<file path="config.mk">
export PLATFORM = sky130hd
export DESIGN_NAME = bit_shift_flag_ops
export DESIGN_NICKNAME = d
export VERILOG_FILES = /design/src/include/bit_ops_pkg.sv /design/src/design/bit_shift_core.sv /design/src/design/bit_shift_flag_ops.sv
export SDC_FILE = /design/constraint.sdc
export NUM_CORES = 1
export LEC_CHECK = 0
export ABC_AREA = 1
export BUFFER_PORTS_ARGS = -buffer_cell sky130_fd_sc_hd__buf_2
export CAP_MARGIN = 25
export CELL_PAD_IN_SITES_DETAIL_PLACEMENT = 1
export CELL_PAD_IN_SITES_GLOBAL_PLACEMENT = 2
export CORE_ASPECT_RATIO = 0.5
export CORE_UTILIZATION = 31
export DETAILED_ROUTE_END_ITERATION = 6
export HOLD_SLACK_MARGIN = 0.1
export PLACE_DENSITY = 0.82
export SLEW_MARGIN = 5
export SYNTH_ARGS = -nofsm -noshare
export SYNTH_HDL_FRONTEND = slang
export SYNTH_HIERARCHICAL = 1
export SYNTH_SLANG_ARGS = --single-unit
</file>
<file path="constraint.sdc">
create_clock -name clk -period 2.68 [get_ports clk]
set_input_delay 0.268 -clock clk [delete_from_list [all_inputs] [get_ports clk]]
set_output_delay 0.268 -clock clk [all_outputs]
set_load 0.005 [all_outputs]
</file>
<file path="src/include/bit_ops_pkg.sv">
`default_nettype none
// ****************************************************************
// Operation codes, flag positions and reset values.
// ****************************************************************
package bit_ops_pkg;

    // Operation select for the bit and flag group.
    typedef enum logic [3:0]
    {
        OP_NONE,
        OP_IO_BIT_CLEAR,
        OP_SHIFT_LEFT_LOGICAL,
        OP_SHIFT_RIGHT_LOGICAL,
        OP_ROTATE_LEFT_CARRY,
        OP_ROTATE_RIGHT_CARRY,
        OP_SHIFT_RIGHT_SIGNED,
        OP_NIBBLE_EXCHANGE,
        OP_FLAG_SET,
        OP_FLAG_CLEAR,
        OP_COPY_BIT_TO_HOLD,
        OP_LOAD_BIT_FROM_HOLD,
        OP_CARRY_SET,
        OP_CARRY_CLEAR
    } op_t;

    // Bit positions inside the flags word.
    localparam int unsigned FLAG_C = 0;
    localparam int unsigned FLAG_Z = 1;
    localparam int unsigned FLAG_N = 2;
    localparam int unsigned FLAG_V = 3;
    localparam int unsigned FLAG_S = 4;
    localparam int unsigned FLAG_H = 5;
    localparam int unsigned FLAG_T = 6;
    localparam int unsigned FLAG_I = 7;

    // Reset values of the result and flag registers.
    localparam logic [7:0] RESULT_RESET = 8'h00;
    localparam logic [7:0] FLAGS_RESET  = 8'h00;

endpackage : bit_ops_pkg
`default_nettype wire

</file>
<file path="src/design/bit_shift_core.sv">
`timescale 1ns/1ps
`default_nettype none
// ****************************************************************
// Combinational shifter: computes the new operand and flags.
// ****************************************************************
module bit_shift_core
(
    input  wire logic [3:0] opCode,
    input  wire logic [7:0] operand,
    input  wire logic [2:0] bitSel,
    input  wire logic [7:0] flagsIn,
    output var  logic [7:0] resultOut,
    output var  logic       writeResult,
    output var  logic [7:0] flagsOut
);

    bit_ops_pkg::op_t op;
    logic             carryIn;
    logic             newC;
    logic             newN;

    assign op      = bit_ops_pkg::op_t'(opCode);
    assign carryIn = flagsIn[bit_ops_pkg::FLAG_C];

    // Compute result, then the arithmetic flags for shift and rotate forms.
    always_comb
    begin
        resultOut   = operand;
        writeResult = 1'b0;
        flagsOut    = flagsIn;
        newC        = carryIn;
        unique case (op)
            bit_ops_pkg::OP_IO_BIT_CLEAR:
            begin
                resultOut[bitSel] = 1'b0;
                writeResult       = 1'b1;
            end
            bit_ops_pkg::OP_SHIFT_LEFT_LOGICAL:
            begin
                resultOut   = {operand[6:0], 1'b0};
                newC        = operand[7];
                writeResult = 1'b1;
            end
            bit_ops_pkg::OP_SHIFT_RIGHT_LOGICAL:
            begin
                resultOut   = {1'b0, operand[7:1]};
                newC        = operand[0];
                writeResult = 1'b1;
            end
            bit_ops_pkg::OP_ROTATE_LEFT_CARRY:
            begin
                resultOut   = {operand[6:0], carryIn};
                newC        = operand[7];
                writeResult = 1'b1;
            end
            bit_ops_pkg::OP_ROTATE_RIGHT_CARRY:
            begin
                resultOut   = {carryIn, operand[7:1]};
                newC        = operand[0];
                writeResult = 1'b1;
            end
            bit_ops_pkg::OP_SHIFT_RIGHT_SIGNED:
            begin
                resultOut   = {operand[7], operand[7:1]};
                newC        = operand[0];
                writeResult = 1'b1;
            end
            bit_ops_pkg::OP_NIBBLE_EXCHANGE:
            begin
                resultOut   = {operand[3:0], operand[7:4]};
                writeResult = 1'b1;
            end
            bit_ops_pkg::OP_FLAG_SET:
            begin
                flagsOut[bitSel] = 1'b1;
            end
            bit_ops_pkg::OP_FLAG_CLEAR:
            begin
                flagsOut[bitSel] = 1'b0;
            end
            bit_ops_pkg::OP_COPY_BIT_TO_HOLD:
            begin
                flagsOut[bit_ops_pkg::FLAG_T] = operand[bitSel];
            end
            bit_ops_pkg::OP_LOAD_BIT_FROM_HOLD:
            begin
                resultOut[bitSel] = flagsIn[bit_ops_pkg::FLAG_T];
                writeResult       = 1'b1;
            end
            bit_ops_pkg::OP_CARRY_SET:
            begin
                flagsOut[bit_ops_pkg::FLAG_C] = 1'b1;
            end
            bit_ops_pkg::OP_CARRY_CLEAR:
            begin
                flagsOut[bit_ops_pkg::FLAG_C] = 1'b0;
            end
            default:
            begin
                resultOut = operand;
            end
        endcase
        // Overflow follows the usual N xor C relation for every shift form.
        newN = resultOut[7];
        if (op inside {bit_ops_pkg::OP_SHIFT_LEFT_LOGICAL, bit_ops_pkg::OP_SHIFT_RIGHT_LOGICAL,
                       bit_ops_pkg::OP_ROTATE_LEFT_CARRY, bit_ops_pkg::OP_ROTATE_RIGHT_CARRY,
                       bit_ops_pkg::OP_SHIFT_RIGHT_SIGNED})
        begin
            flagsOut[bit_ops_pkg::FLAG_Z] = (resultOut == 8'h00);
            flagsOut[bit_ops_pkg::FLAG_C] = newC;
            flagsOut[bit_ops_pkg::FLAG_N] = newN;
            flagsOut[bit_ops_pkg::FLAG_V] = newN ^ newC;
        end
    end

endmodule : bit_shift_core
`default_nettype wire

</file>
<file path="src/design/bit_shift_flag_ops.sv">
`timescale 1ns/1ps
`default_nettype none
module bit_shift_flag_ops
(
    input  wire logic       clk,
    input  wire logic       resetn,
    input  wire logic       opValid,
    input  wire logic [3:0] opCode,
    input  wire logic [7:0] operandIn,
    input  wire logic [2:0] bitSel,
    output var  logic [7:0] result_q,
    output var  logic       resultWrite_q,
    output var  logic       done_q,
    output var  logic [7:0] flags_q
);

    logic [7:0] coreResult;
    logic       coreWrite;
    logic [7:0] coreFlags;
    logic [7:0] result_d;
    logic       resultWrite_d;
    logic       done_d;
    logic [7:0] flags_d;

    // ****************************************************************
    // Datapath
    // ****************************************************************

    // The flags word lives here so back-to-back operations see fresh flags.
    bit_shift_core u_core
    (
        .opCode      (opCode),
        .operand     (operandIn),
        .bitSel      (bitSel),
        .flagsIn     (flags_q),
        .resultOut   (coreResult),
        .writeResult (coreWrite),
        .flagsOut    (coreFlags)
    );

    // Next state: an idle cycle holds the flags and result unchanged.
    always_comb
    begin
        result_d      = result_q;
        resultWrite_d = 1'b0;
        done_d        = opValid;
        flags_d       = flags_q;
        if (opValid)
        begin
            flags_d       = coreFlags;
            resultWrite_d = coreWrite;
            if (coreWrite)
            begin
                result_d = coreResult;
            end
        end
    end

    // Register stage; one cycle from request to answer.
    always_ff @(posedge clk or negedge resetn)
    begin
        if (!resetn)
        begin
            result_q      <= bit_ops_pkg::RESULT_RESET;
            resultWrite_q <= 1'b0;
            done_q        <= 1'b0;
            flags_q       <= bit_ops_pkg::FLAGS_RESET;
        end
        else
        begin
            result_q      <= result_d;
            resultWrite_q <= resultWrite_d;
            done_q        <= done_d;
            flags_q       <= flags_d;
        end
    end
endmodule : bit_shift_flag_ops
`default_nettype wire

</file>
# [After elaboration in Yosys (flattened, before gate mapping)]
# Cells that the tools add are included.
[totals] register_bits=18 input_bits=18 output_inout_bits=18 elab_cells=56
[classes] order_cmp=2 eq_ne=13 muxes=14 n_bitwise=5 reduce_logical=15
[op_table] operator="$pmux 8 s8" n=1
[op_table] operator="$eq 4x4->1 const B" n=6
[op_table] operator="$and 8x8->8" n=2
[op_table] operator="$eq 4x3->1 const B" n=4
[op_table] operator="$pmux 5 s2" n=1
[op_table] operator="$reduce_and 2->1" n=5
[op_table] operator="$reduce_bool 5->1" n=2
[op_table] operator="$bwmux 8" n=1
[op_table] operator="$eq 4x2->1 const B" n=2
[op_table] operator="$logic_not 8->1" n=1
[op_table] operator="$not 8->8" n=1
[op_table] operator="$or 8x8->8" n=1
[op_table] operator="$reduce_or 8->1" n=1
[op_table] operator="$reduce_bool 3->1" n=2
[op_table] operator="$eq 4x1->1 const B" n=1
[op_table] operator="$lt 3x4->1 const B" n=1
[op_table] operator="$mux 1" n=4
[op_table] operator="$mux 4" n=1
[op_table] operator="$pmux 1 s2" n=2
[op_table] operator="$pmux 1 s4" n=1
[op_table] operator="$bmux 1 s3" n=1
[op_table] operator="$demux 1 s3" n=1
[op_table] operator="$ge 3x1->1 const B" n=1
[op_table] operator="$pmux 1 s3" n=1
[op_table] operator="other kinds (5)" n=5

# [Longest topological paths before layout]
# Gate-level depths: netlist of run 1.
[depth] depth_word=9 depth_mapped=14 mapped_depth_nobuf=14

# [Cells and area by module]
# The synthesis of run 1 kept the hierarchy.
[by_module_without_submodules] mod="bit_shift_core" instances=1 cells_each=200 area_each_um2=962.2
[by_module_without_submodules] mod="bit_shift_flag_ops" instances=1 cells_each=72 area_each_um2=735.7

# [Least setup slack after synthesis of run 1]
# No wires, ideal clock.
[synth_path] kind="input to register" from="in bitSel[0]" to="reg flags_q[1]" setup_ps=126 arrival_time_ps=1321 t_required_ps=2554 path_slack_ps=1233 stages=10 cell_sequence="buf_2 > nor3_1 > or2_2 > nand3_1 > nand3_1 > nor2_1 > nand2_1 > o21ai_1 > nand2_1 > o21ai_0"
[synth_between] elab_chain_cells=9 elab_cells_between_ends=14 cone_classes="2 x order compare; 6 x mux; 4 x bitwise; 2 x reduce/logical"
[synth_lines] item="start: declaration" line="bit_shift_flag_ops.sv:10" text="input wire logic [2:0] bitSel,"
[synth_lines] item="$lt 3x4->1 (implied by the code) / $ge 3x1->1 (equally long branches)" line="bit_shift_core.sv:35, bit_shift_core.sv:87"
[synth_lines] item="$logic_and 1x1->1 (implied by the code)" line="bit_shift_core.sv:35, bit_shift_core.sv:87"
[synth_lines] item="$mux 1 (implied by the code)" line="bit_shift_core.sv:35, bit_shift_core.sv:87"
[synth_lines] item="$demux 1 s3 (*)"
[synth_lines] item="$not 8->8 (no line)"
[synth_lines] item="$and 8x8->8 (no line)"
[synth_lines] item="$pmux 8 s8 (*)" line="bit_shift_core.sv:32" text="unique case (op)"
[synth_lines] item="net coreResult[2]" line="bit_shift_flag_ops.sv:17" text="logic [7:0] coreResult;"
[synth_lines] item="$logic_not 8->1 (*)" line="bit_shift_core.sv:109" text="flagsOut[bit_ops_pkg::FLAG_Z] = (resultOut == 8'h00);"
[synth_lines] item="$mux 4 (*)" line="bit_shift_core.sv:105" text="if (op inside {bit_ops_pkg::OP_SHIFT_LEFT_LOGICAL, bit_ops_pkg::OP_SHIFT_RIGHT_LOGICAL,"
[synth_lines] item="net coreFlags[1]" line="bit_shift_flag_ops.sv:19" text="logic [7:0] coreFlags;"
[synth_lines] item="end signal: assignment" line="bit_shift_flag_ops.sv:67" text="flags_q <= bit_ops_pkg::FLAGS_RESET;"
[synth_lines] item="end signal: assignment" line="bit_shift_flag_ops.sv:74" text="flags_q <= flags_d;"
[synth_lines] item="end: declaration" line="bit_shift_flag_ops.sv:14" text="output var logic [7:0] flags_q"
# The timed path passes the listed nets; every way through them passes the cells marked *.
# A chain may end at the register's enable or synchronous reset.

# [Worst setup path in the final report of run 1]
[layout_path] from="reg flags_q[6]" to="reg flags_q[1]"
[layout_between] elab_chain_cells=4
[layout_lines] item="$bwmux 8" line="bit_shift_core.sv:87" text="resultOut[bitSel] = flagsIn[bit_ops_pkg::FLAG_T];"
[layout_lines] item="$pmux 8 s8" line="bit_shift_core.sv:32"
[layout_lines] item="net coreResult[5]" line="bit_shift_flag_ops.sv:17"
[layout_lines] item="$logic_not 8->1" line="bit_shift_core.sv:109"
[layout_lines] item="$mux 4" line="bit_shift_core.sv:105"
[layout_lines] item="net coreFlags[1]" line="bit_shift_flag_ops.sv:19"
# The timed path passes the listed nets, and every way through them passes these cells.

==> results of run 1 <==
through the flow:
step	total power, mW	utilization
detailed placement	0.6669	0.3714
CTS	0.8909	0.3842
global route	0.9504	0.3842
finish	0.8837	0.3842
floorplan	0.5392	-
global placement	0.6579	0.3714
path summary, 6_finish.rpt:
path / to / slack [ns] / cells past startpoint
max: flags_q[1] / 0.99 / 11
min: done_q / 0.38 / 1
max reg2reg: flags_q[1] / 0.99 / 11
min reg2reg: result_q[0] / 0.47 / 2
max in group asynchronous: flags_q[0] / 1.92 / 2
min in group asynchronous: flags_q[5] / 0.47 / 2
critical path: cells and delay by family (launching register included):
family / cells / cell delay (ns)
AO/OA/AOI/OAI: 2 / 0.20
flip-flops: 1 / 0.48
AND/OR/NAND/NOR: 8 / 0.81
buffers and inverters: 1 / 0.13
sequential cells by signal (all words and copies together) (netlist names):
register       cells
done_q             1
resultWrite_q      1
flags_q            8
result_q           8
cell families (layout without fill, tap and decap cells):
logic type | Yosys count | in the layout | share of synthesized area
AO/OA/AOI/OAI | 36 | 36 | 0.1282
flip-flops | 18 | 18 | 0.2653
AND/OR/NAND/NOR | 179 | 179 | 0.4923
buffers and inverters | 39 | 73 | 0.1142
layer usage:
layer / vias to the layer above / routed length (um) / GRT usage
met5: - / 0 / 0
met4: 0 / 21 / 0.03425
met3: 4 / 304 / 0.01548
met2: 50 / 2290 / 0.3226
met1: 905 / 3212 / 0.3390
li1: 949 / - / -
final cells by class:
class,count,area share
multi-input cells,215,0.5387
flip-flops and latches,18,0.2303
well taps,70,0.04479
clock buffers,4,0.02815
inverters,33,0.06334
repair buffers,36,0.09469
power breakdown:
part	leakage (nW)	total, mW	switching (mW)	internal, mW
combinational	0.796	0.309	0.196	0.113
clock	0.0288	0.222	0.0915	0.131
sequential	0.230	0.353	0.0371	0.316
total	1.05	0.884	0.324	0.559
synthesized netlist by cell type, drive strengths merged (2+ instances only):
cell	n	area (um^2)
a22oi	2	15.01
nand4	5	31.28
nand3	40	237.7
buf	5	56.30
a21oi	6	30.03
nand2	104	425.4
nor2	28	130.1
o21ai	23	130.1
dfrtp	18	450.4
o2111ai	2	17.52
inv	32	120.1
timing repair:
item                                    4_1_cts  5_1_grt
endpoints found under the hold margin        18        0
endpoints found under the setup margin        0        0
hold buffers                                  1        0
setup buffers                                 0        0
==> out/qor.csv, run 1 <==
stage,metric,value,unit
layout,Final Instance Area,1956,um^2
sta,Tcrit/Tclk final,0.6310,
detailed_routing,Vias/cell,5.074,
die,Die Y,54.33,um
synthesis,"Seq/Total Area, Yosys",0.2653,
synthesis,Synth Area per Inst,6.242,um^2
worst_setup_path,"critical path, cell by cell","inv_1, nand4_1, nand3_1, nand2_1, nor2_1, nand3_1, nor2_1, nand2_1, o21ai_1, nand2_1, o21ai_0",
die,Starting Density,0.3336,
layout,fraction of layout cells with a size suffix above 1,0.2288,
cts,CTS Sinks,18,
sta,post-route setup slack,0.9889,ns
detailed_routing,Total Wirelength,5.828,mm
worst_setup_path,Worst path max stage delay,0.48,ns
placement,setup slack at placement,0.7910,ns
grt,total gr overflow,0,
synthesis,Ys Warns,6,
sta,TNS Setup,0,ns
sta,Worst Tran Pin Value,0.4821,ns
worst_setup_path,cell mode on critical path,nand2_1,
cts,CTS Buffer Depth,2,
sta,Worst slew margin,0.6761,
cts,post-cts sizing count,0,
die,# IOs,36,
placement,placed cells,371,
cts,TritonCTS clock tree,yes,
worst_setup_path,WP data required,2.86,ns
layout,ant diodes,0,
sta,WHS,0.3760,ns
grt,Total GRT Usage,0.2160,
cts,CTS root buffer,clkbuf_8,
cts,TritonCTS buffer count,3,
synthesis,Synth async-reset ratio,1.000,
sta,fmax,591.3,MHz
placement,IO Port Bufs,35,
sta,Setup Skew,0.003753,ns
cts,number of H-tree levels,1,
worst_setup_path,crit start category,flop,
die,core region area,5090,um^2
worst_setup_path,Worst Path Max Fanout,7,
detailed_routing,DRC errors left,0,
grt,initial antenna violation count,0,
pwr,Power per Cell Area,451.9,nW/um^2
sta,Final setup viols,0,
detailed_routing,DR iter-0 viols,137,
sta,Fin. Hold Viols,0,
pwr,worst vdd ir,0.0002643,V
synthesis,Most used DFF post-synth,dfrtp_1,
synthesis,"EDFF count, synth",0,
die,Die W,106.7,um
detailed_routing,1st-pass router iterations,4,
synthesis,Post-Syn Area,1698,um^2
layout,Register Area,450.4,um^2
cts,"CTS clk-pin slew, worst paths",0.07,ns
sta,max-slew violations,0,
detailed_routing,final antenna-violating net count,0,
run,max cap viols,0,
detailed_routing,routed len/inst,15.50,um
hold_path,Hold Path Origin,opValid,
worst_setup_path,worst setup path startpoint,flags_q[6],
worst_setup_path,CP Capture Type,flop,
detailed_routing,via count,1908,
cts,clk_lat worst skew,0.25,ns
placement,GP Congestion,0.8855,
die,Row Count,18,
layout,footprint of the multi-input gates,1054,um^2
worst_setup_path,slowest CP cell,dfrtp_1,
worst_setup_path,CP Class,reg2reg,
placement,DP HPWL,4.901,mm
worst_setup_path,Critical Path AT,1.87,ns
worst_setup_path,RR Startpoint,flags_q[6],
synthesis,Synthesized Nets,290,
synthesis,"FF+latch count, synth",18,
grt,vias in the first global route,1766,
grt,pin count of the biggest net entering global routing,27,
sta,RSZ-0062 raised after global routing,false,
hold_path,Hold Path Class,in2reg,
sta,Final Critical Period,1.691,ns
layout,Layout Cells excl Fill,376,
synthesis,Mapped Cells,272,
status,status,completed,
synthesis,Synth cell types,30,
die,die area,5795,um^2
layout,nets,325,
grt,first-pass GRT wire length,9.446,mm
placement,Placed Area,1891,um^2
layout,"commonest non-fill, non-tap cell in the layout",nand2_1,
layout,layout overhead on the synthesized area,15.18,%
layout,fill count,729,
layout,most frequent cells in the layout,"nand2_1, buf_2, nand3_1",
pwr,Pleak,1.055,nW
No activity file was read; power rests on OpenSTA's default activity.
==> inputs of run 2 (changes only) <==
--- a/config.mk
+++ b/config.mk
@@ -11,10 +11,10 @@
 export CELL_PAD_IN_SITES_DETAIL_PLACEMENT = 1
 export CELL_PAD_IN_SITES_GLOBAL_PLACEMENT = 2
 export CORE_ASPECT_RATIO = 0.5
-export CORE_UTILIZATION = 31
+export CORE_UTILIZATION = 28
 export DETAILED_ROUTE_END_ITERATION = 6
 export HOLD_SLACK_MARGIN = 0.1
-export PLACE_DENSITY = 0.82
+export PLACE_DENSITY = 0.75
 export SLEW_MARGIN = 5
 export SYNTH_ARGS = -nofsm -noshare
 export SYNTH_HDL_FRONTEND = slang
==> constraint.sdc (replaced) <==
create_clock -name clk -period 1.57 [get_ports clk]
set_input_delay 0.157 -clock clk [delete_from_list [all_inputs] [get_ports clk]]
set_output_delay 0.157 -clock clk [all_outputs]
set_load 0.005 [all_outputs]
==> run 2 against run 1 <==
The run now ends with design-rule violations, negative setup slack left. Via count up 7.1%. Flip-flop and latch count unchanged. Global-route usage is 0.68 points lower. Total power is 110% higher. Highest routed layer is now met3.
==> out/qor.csv, run 2 (synthesis gave the netlist of run 1 again) <==
stage,metric,value,unit
status,status,"finished, violations left",
status,violated checks,"design-rule violations, negative setup slack",
worst_setup_path,Levels on crit path,12,
die,Die W,112.1,um
cts,clk_lat worst skew,0.25,ns
run,max cap viols,0,
pwr,Pint,1.214,mW
grt,first-pass GRT wire length,10.28,mm
sta,WHS,0.2872,ns
die,Die Y,57.07,um
placement,GP Congestion,0.9219,
detailed_routing,DRC errors left,1,
layout,most frequent cells in the layout,"nand2_1, buf_2, nand3_1",
worst_setup_path,crit-path leading delay family,simple AND/OR/NAND/NOR gates,
worst_setup_path,Critical Path AT,1.76,ns
cts,CTS Buffer Depth,2,
layout,ant diodes,0,
worst_setup_path,"setup slack, reg-to-reg",-0.02,ns
worst_setup_path,slowest CP cell,dfrtp_2,
sta,Final Critical Period,1.590,ns
worst_setup_path,Worst Setup EP,flags_q[1],
pwr,Reg power frac,0.330,
placement,setup slack at placement,-0.1797,ns
placement,IO Port Bufs,35,
layout,fraction of layout cells with a size suffix above 1,0.3274,
pwr,sw power,603.7,uW
layout,Regs by FF count,"flags_q (8), result_q (8)",
worst_setup_path,Reg-to-Reg End,flags_q[1],
pwr,worst vdd ir,0.0004274,V
cts,CTS Sinks,18,
grt,total gr overflow,0,
cts,TritonCTS clock tree,yes,
layout,layout overhead on the synthesized area,34.41,%
grt,Total GRT Usage,0.2092,
grt,vias in the first global route,1894,
sta,fmax,628.9,MHz
detailed_routing,routed len/inst,15.17,um
detailed_routing,Total Wirelength,6.252,mm
worst_setup_path,CP bufs+invs,2,
detailed_routing,1st-pass router iterations,7,
worst_setup_path,"critical path, cell by cell","inv_2, buf_6, nor2_4, nand2_1, nand2_1, nor2_2, nand3_2, nor2_1, nand2_1, o21ai_2, nand2_1, o21ai_1",
sta,Tcrit/Tclk final,1.013,
sta,Setup Skew,0.002778,ns
cts,number of H-tree levels,1,
sta,Fin. Hold Viols,0,
placement,DP HPWL,5.205,mm
sta,post-route setup slack,-0.02003,ns
pwr,Pleak,1.241,nW
pwr,Comb power frac,0.363,
detailed_routing,Vias/cell,4.959,
grt,pin count of the biggest net entering global routing,27,
hold_path,Hold Path Class,in2reg,
worst_setup_path,crit start category,flop,
cts,TritonCTS buffer count,3,
pwr,Clk pwr share,0.307,
die,Row Count,19,
sta,Final setup viols,1,
layout,nets,358,
die,die area,6398,um^2
worst_setup_path,worst setup path startpoint,flags_q[6],
grt,initial antenna violation count,0,
worst_setup_path,FF-to-FF path depth,12,
die,core region area,5658,um^2
worst_setup_path,Worst path max stage delay,0.46,ns
worst_setup_path,cell mode on critical path,nand2_1,
worst_setup_path,CP Capture Type,flop,
cts,"CTS clk-pin slew, worst paths",0.05,ns
sta,max-slew violations,0,
sta,Worst slew margin,0.6812,
sta,Worst Tran Pin Value,0.4782,ns
detailed_routing,final antenna-violating net count,0,
worst_setup_path,CP Class,reg2reg,
detailed_routing,DR iter-0 viols,155,
die,Starting Density,0.3001,
worst_setup_path,WP data required,1.74,ns
pwr,Power per Cell Area,796.5,nW/um^2
worst_setup_path,Worst Path Max Fanout,5,
detailed_routing,via count,2043,
cts,CTS root buffer,clkbuf_16,
sta,RSZ-0062 raised after global routing,true,
die,# IOs,36,
pwr,Sw Share,0.3321,
layout,"commonest non-fill, non-tap cell in the layout",nand2_1,
worst_setup_path,RR Startpoint,flags_q[6],
[run 2: cell count changes in the layout (fill, tap and decap cells not counted), sizes merged]
cell,previous run,this run
buf,35,68
[run 2: worst min path at each step]
stage / startpoint / end / slack (ns) / cells past startpoint
2_1_floorplan: resetn / done_q / -0.14 / 0
3_3_place_gp: resetn / resultWrite_q / 0.11 / 1
5_1_grt: opValid / done_q / 0.31 / 1
3_5_place_dp: resetn / resultWrite_q / 0.11 / 1
4_1_cts: opValid / done_q / 0.29 / 1
6_report: opValid / done_q / 0.29 / 1
[run 2: power groups by stage]
stage | clock network [mW] | logic (mW) | registers (mW)
6_report | 0.557 | 0.660 | 0.600
5_1_grt | 0.598 | 0.739 | 0.610
4_1_cts | 0.570 | 0.647 | 0.601
3_5_place_dp | 0 | 0.627 | 0.606
3_3_place_gp | 0 | 0.614 | 0.605
2_1_floorplan | 0 | 0.315 | 0.605
[run 2: worst register-to-register path, cell delays in order, from the launching register on]
cell and delay [ns]:
dfrtp_2 0.46, inv_2 0.08, buf_6 0.10, nor2_4 0.03, nand2_1 0.06, nand2_1 0.06, nor2_2 0.17, nand3_2 0.11
nor2_1 0.11, nand2_1 0.07, o21ai_2 0.13, nand2_1 0.06, o21ai_1 0.09
[run 2: timing repair]
action / CTS / global route
pin swaps: 3 / 9
setup buffers: 2 / 1
resized for setup: 6 / 5
gates cloned: 0 / 0
hold endpoints to repair: 18 / 0
endpoints found under the setup margin: 1 / 2
hold buffers: 1 / 0
[run 2: final cells by class]
type	count	area, um^2
Multi-Input combinational cell	215	1077
Sequential cell	18	451.7
Fill cell	774	3376
Timing Repair Buffer	69	449.2
Clock buffer	4	88.84
Inverter	33	123.9
Tap cell	73	91.34
[run 2: per-layer routing]
| layer | track usage | up-vias | part of all wire |
|---|---|---|---|
| li1 | - | 1016 | - |
| met1 | 0.3420 | 962 | 0.56 |
| met2 | 0.2946 | 65 | 0.39 |
| met3 | 0.01382 | 0 | 0.051 |
| met4 | 0.04190 | 0 | 0 |
| met5 | 0 | - | 0 |
[run 2: metrics by stage]
stage                     cell area, um^2  utilization  power [mW]  setup TNS [ns]  cells
after global placement               2132       0.3768       1.219         -0.1234    404
after CTS                            2257       0.3989       1.817       -0.001526    411
after global routing                 2282       0.4034       1.947         -0.2564    412
after floorplan                      1698            -      0.9204               0    272
final                                2282       0.4034       1.818        -0.02003    412
after detailed placement             2132       0.3768       1.233         -0.3208    404
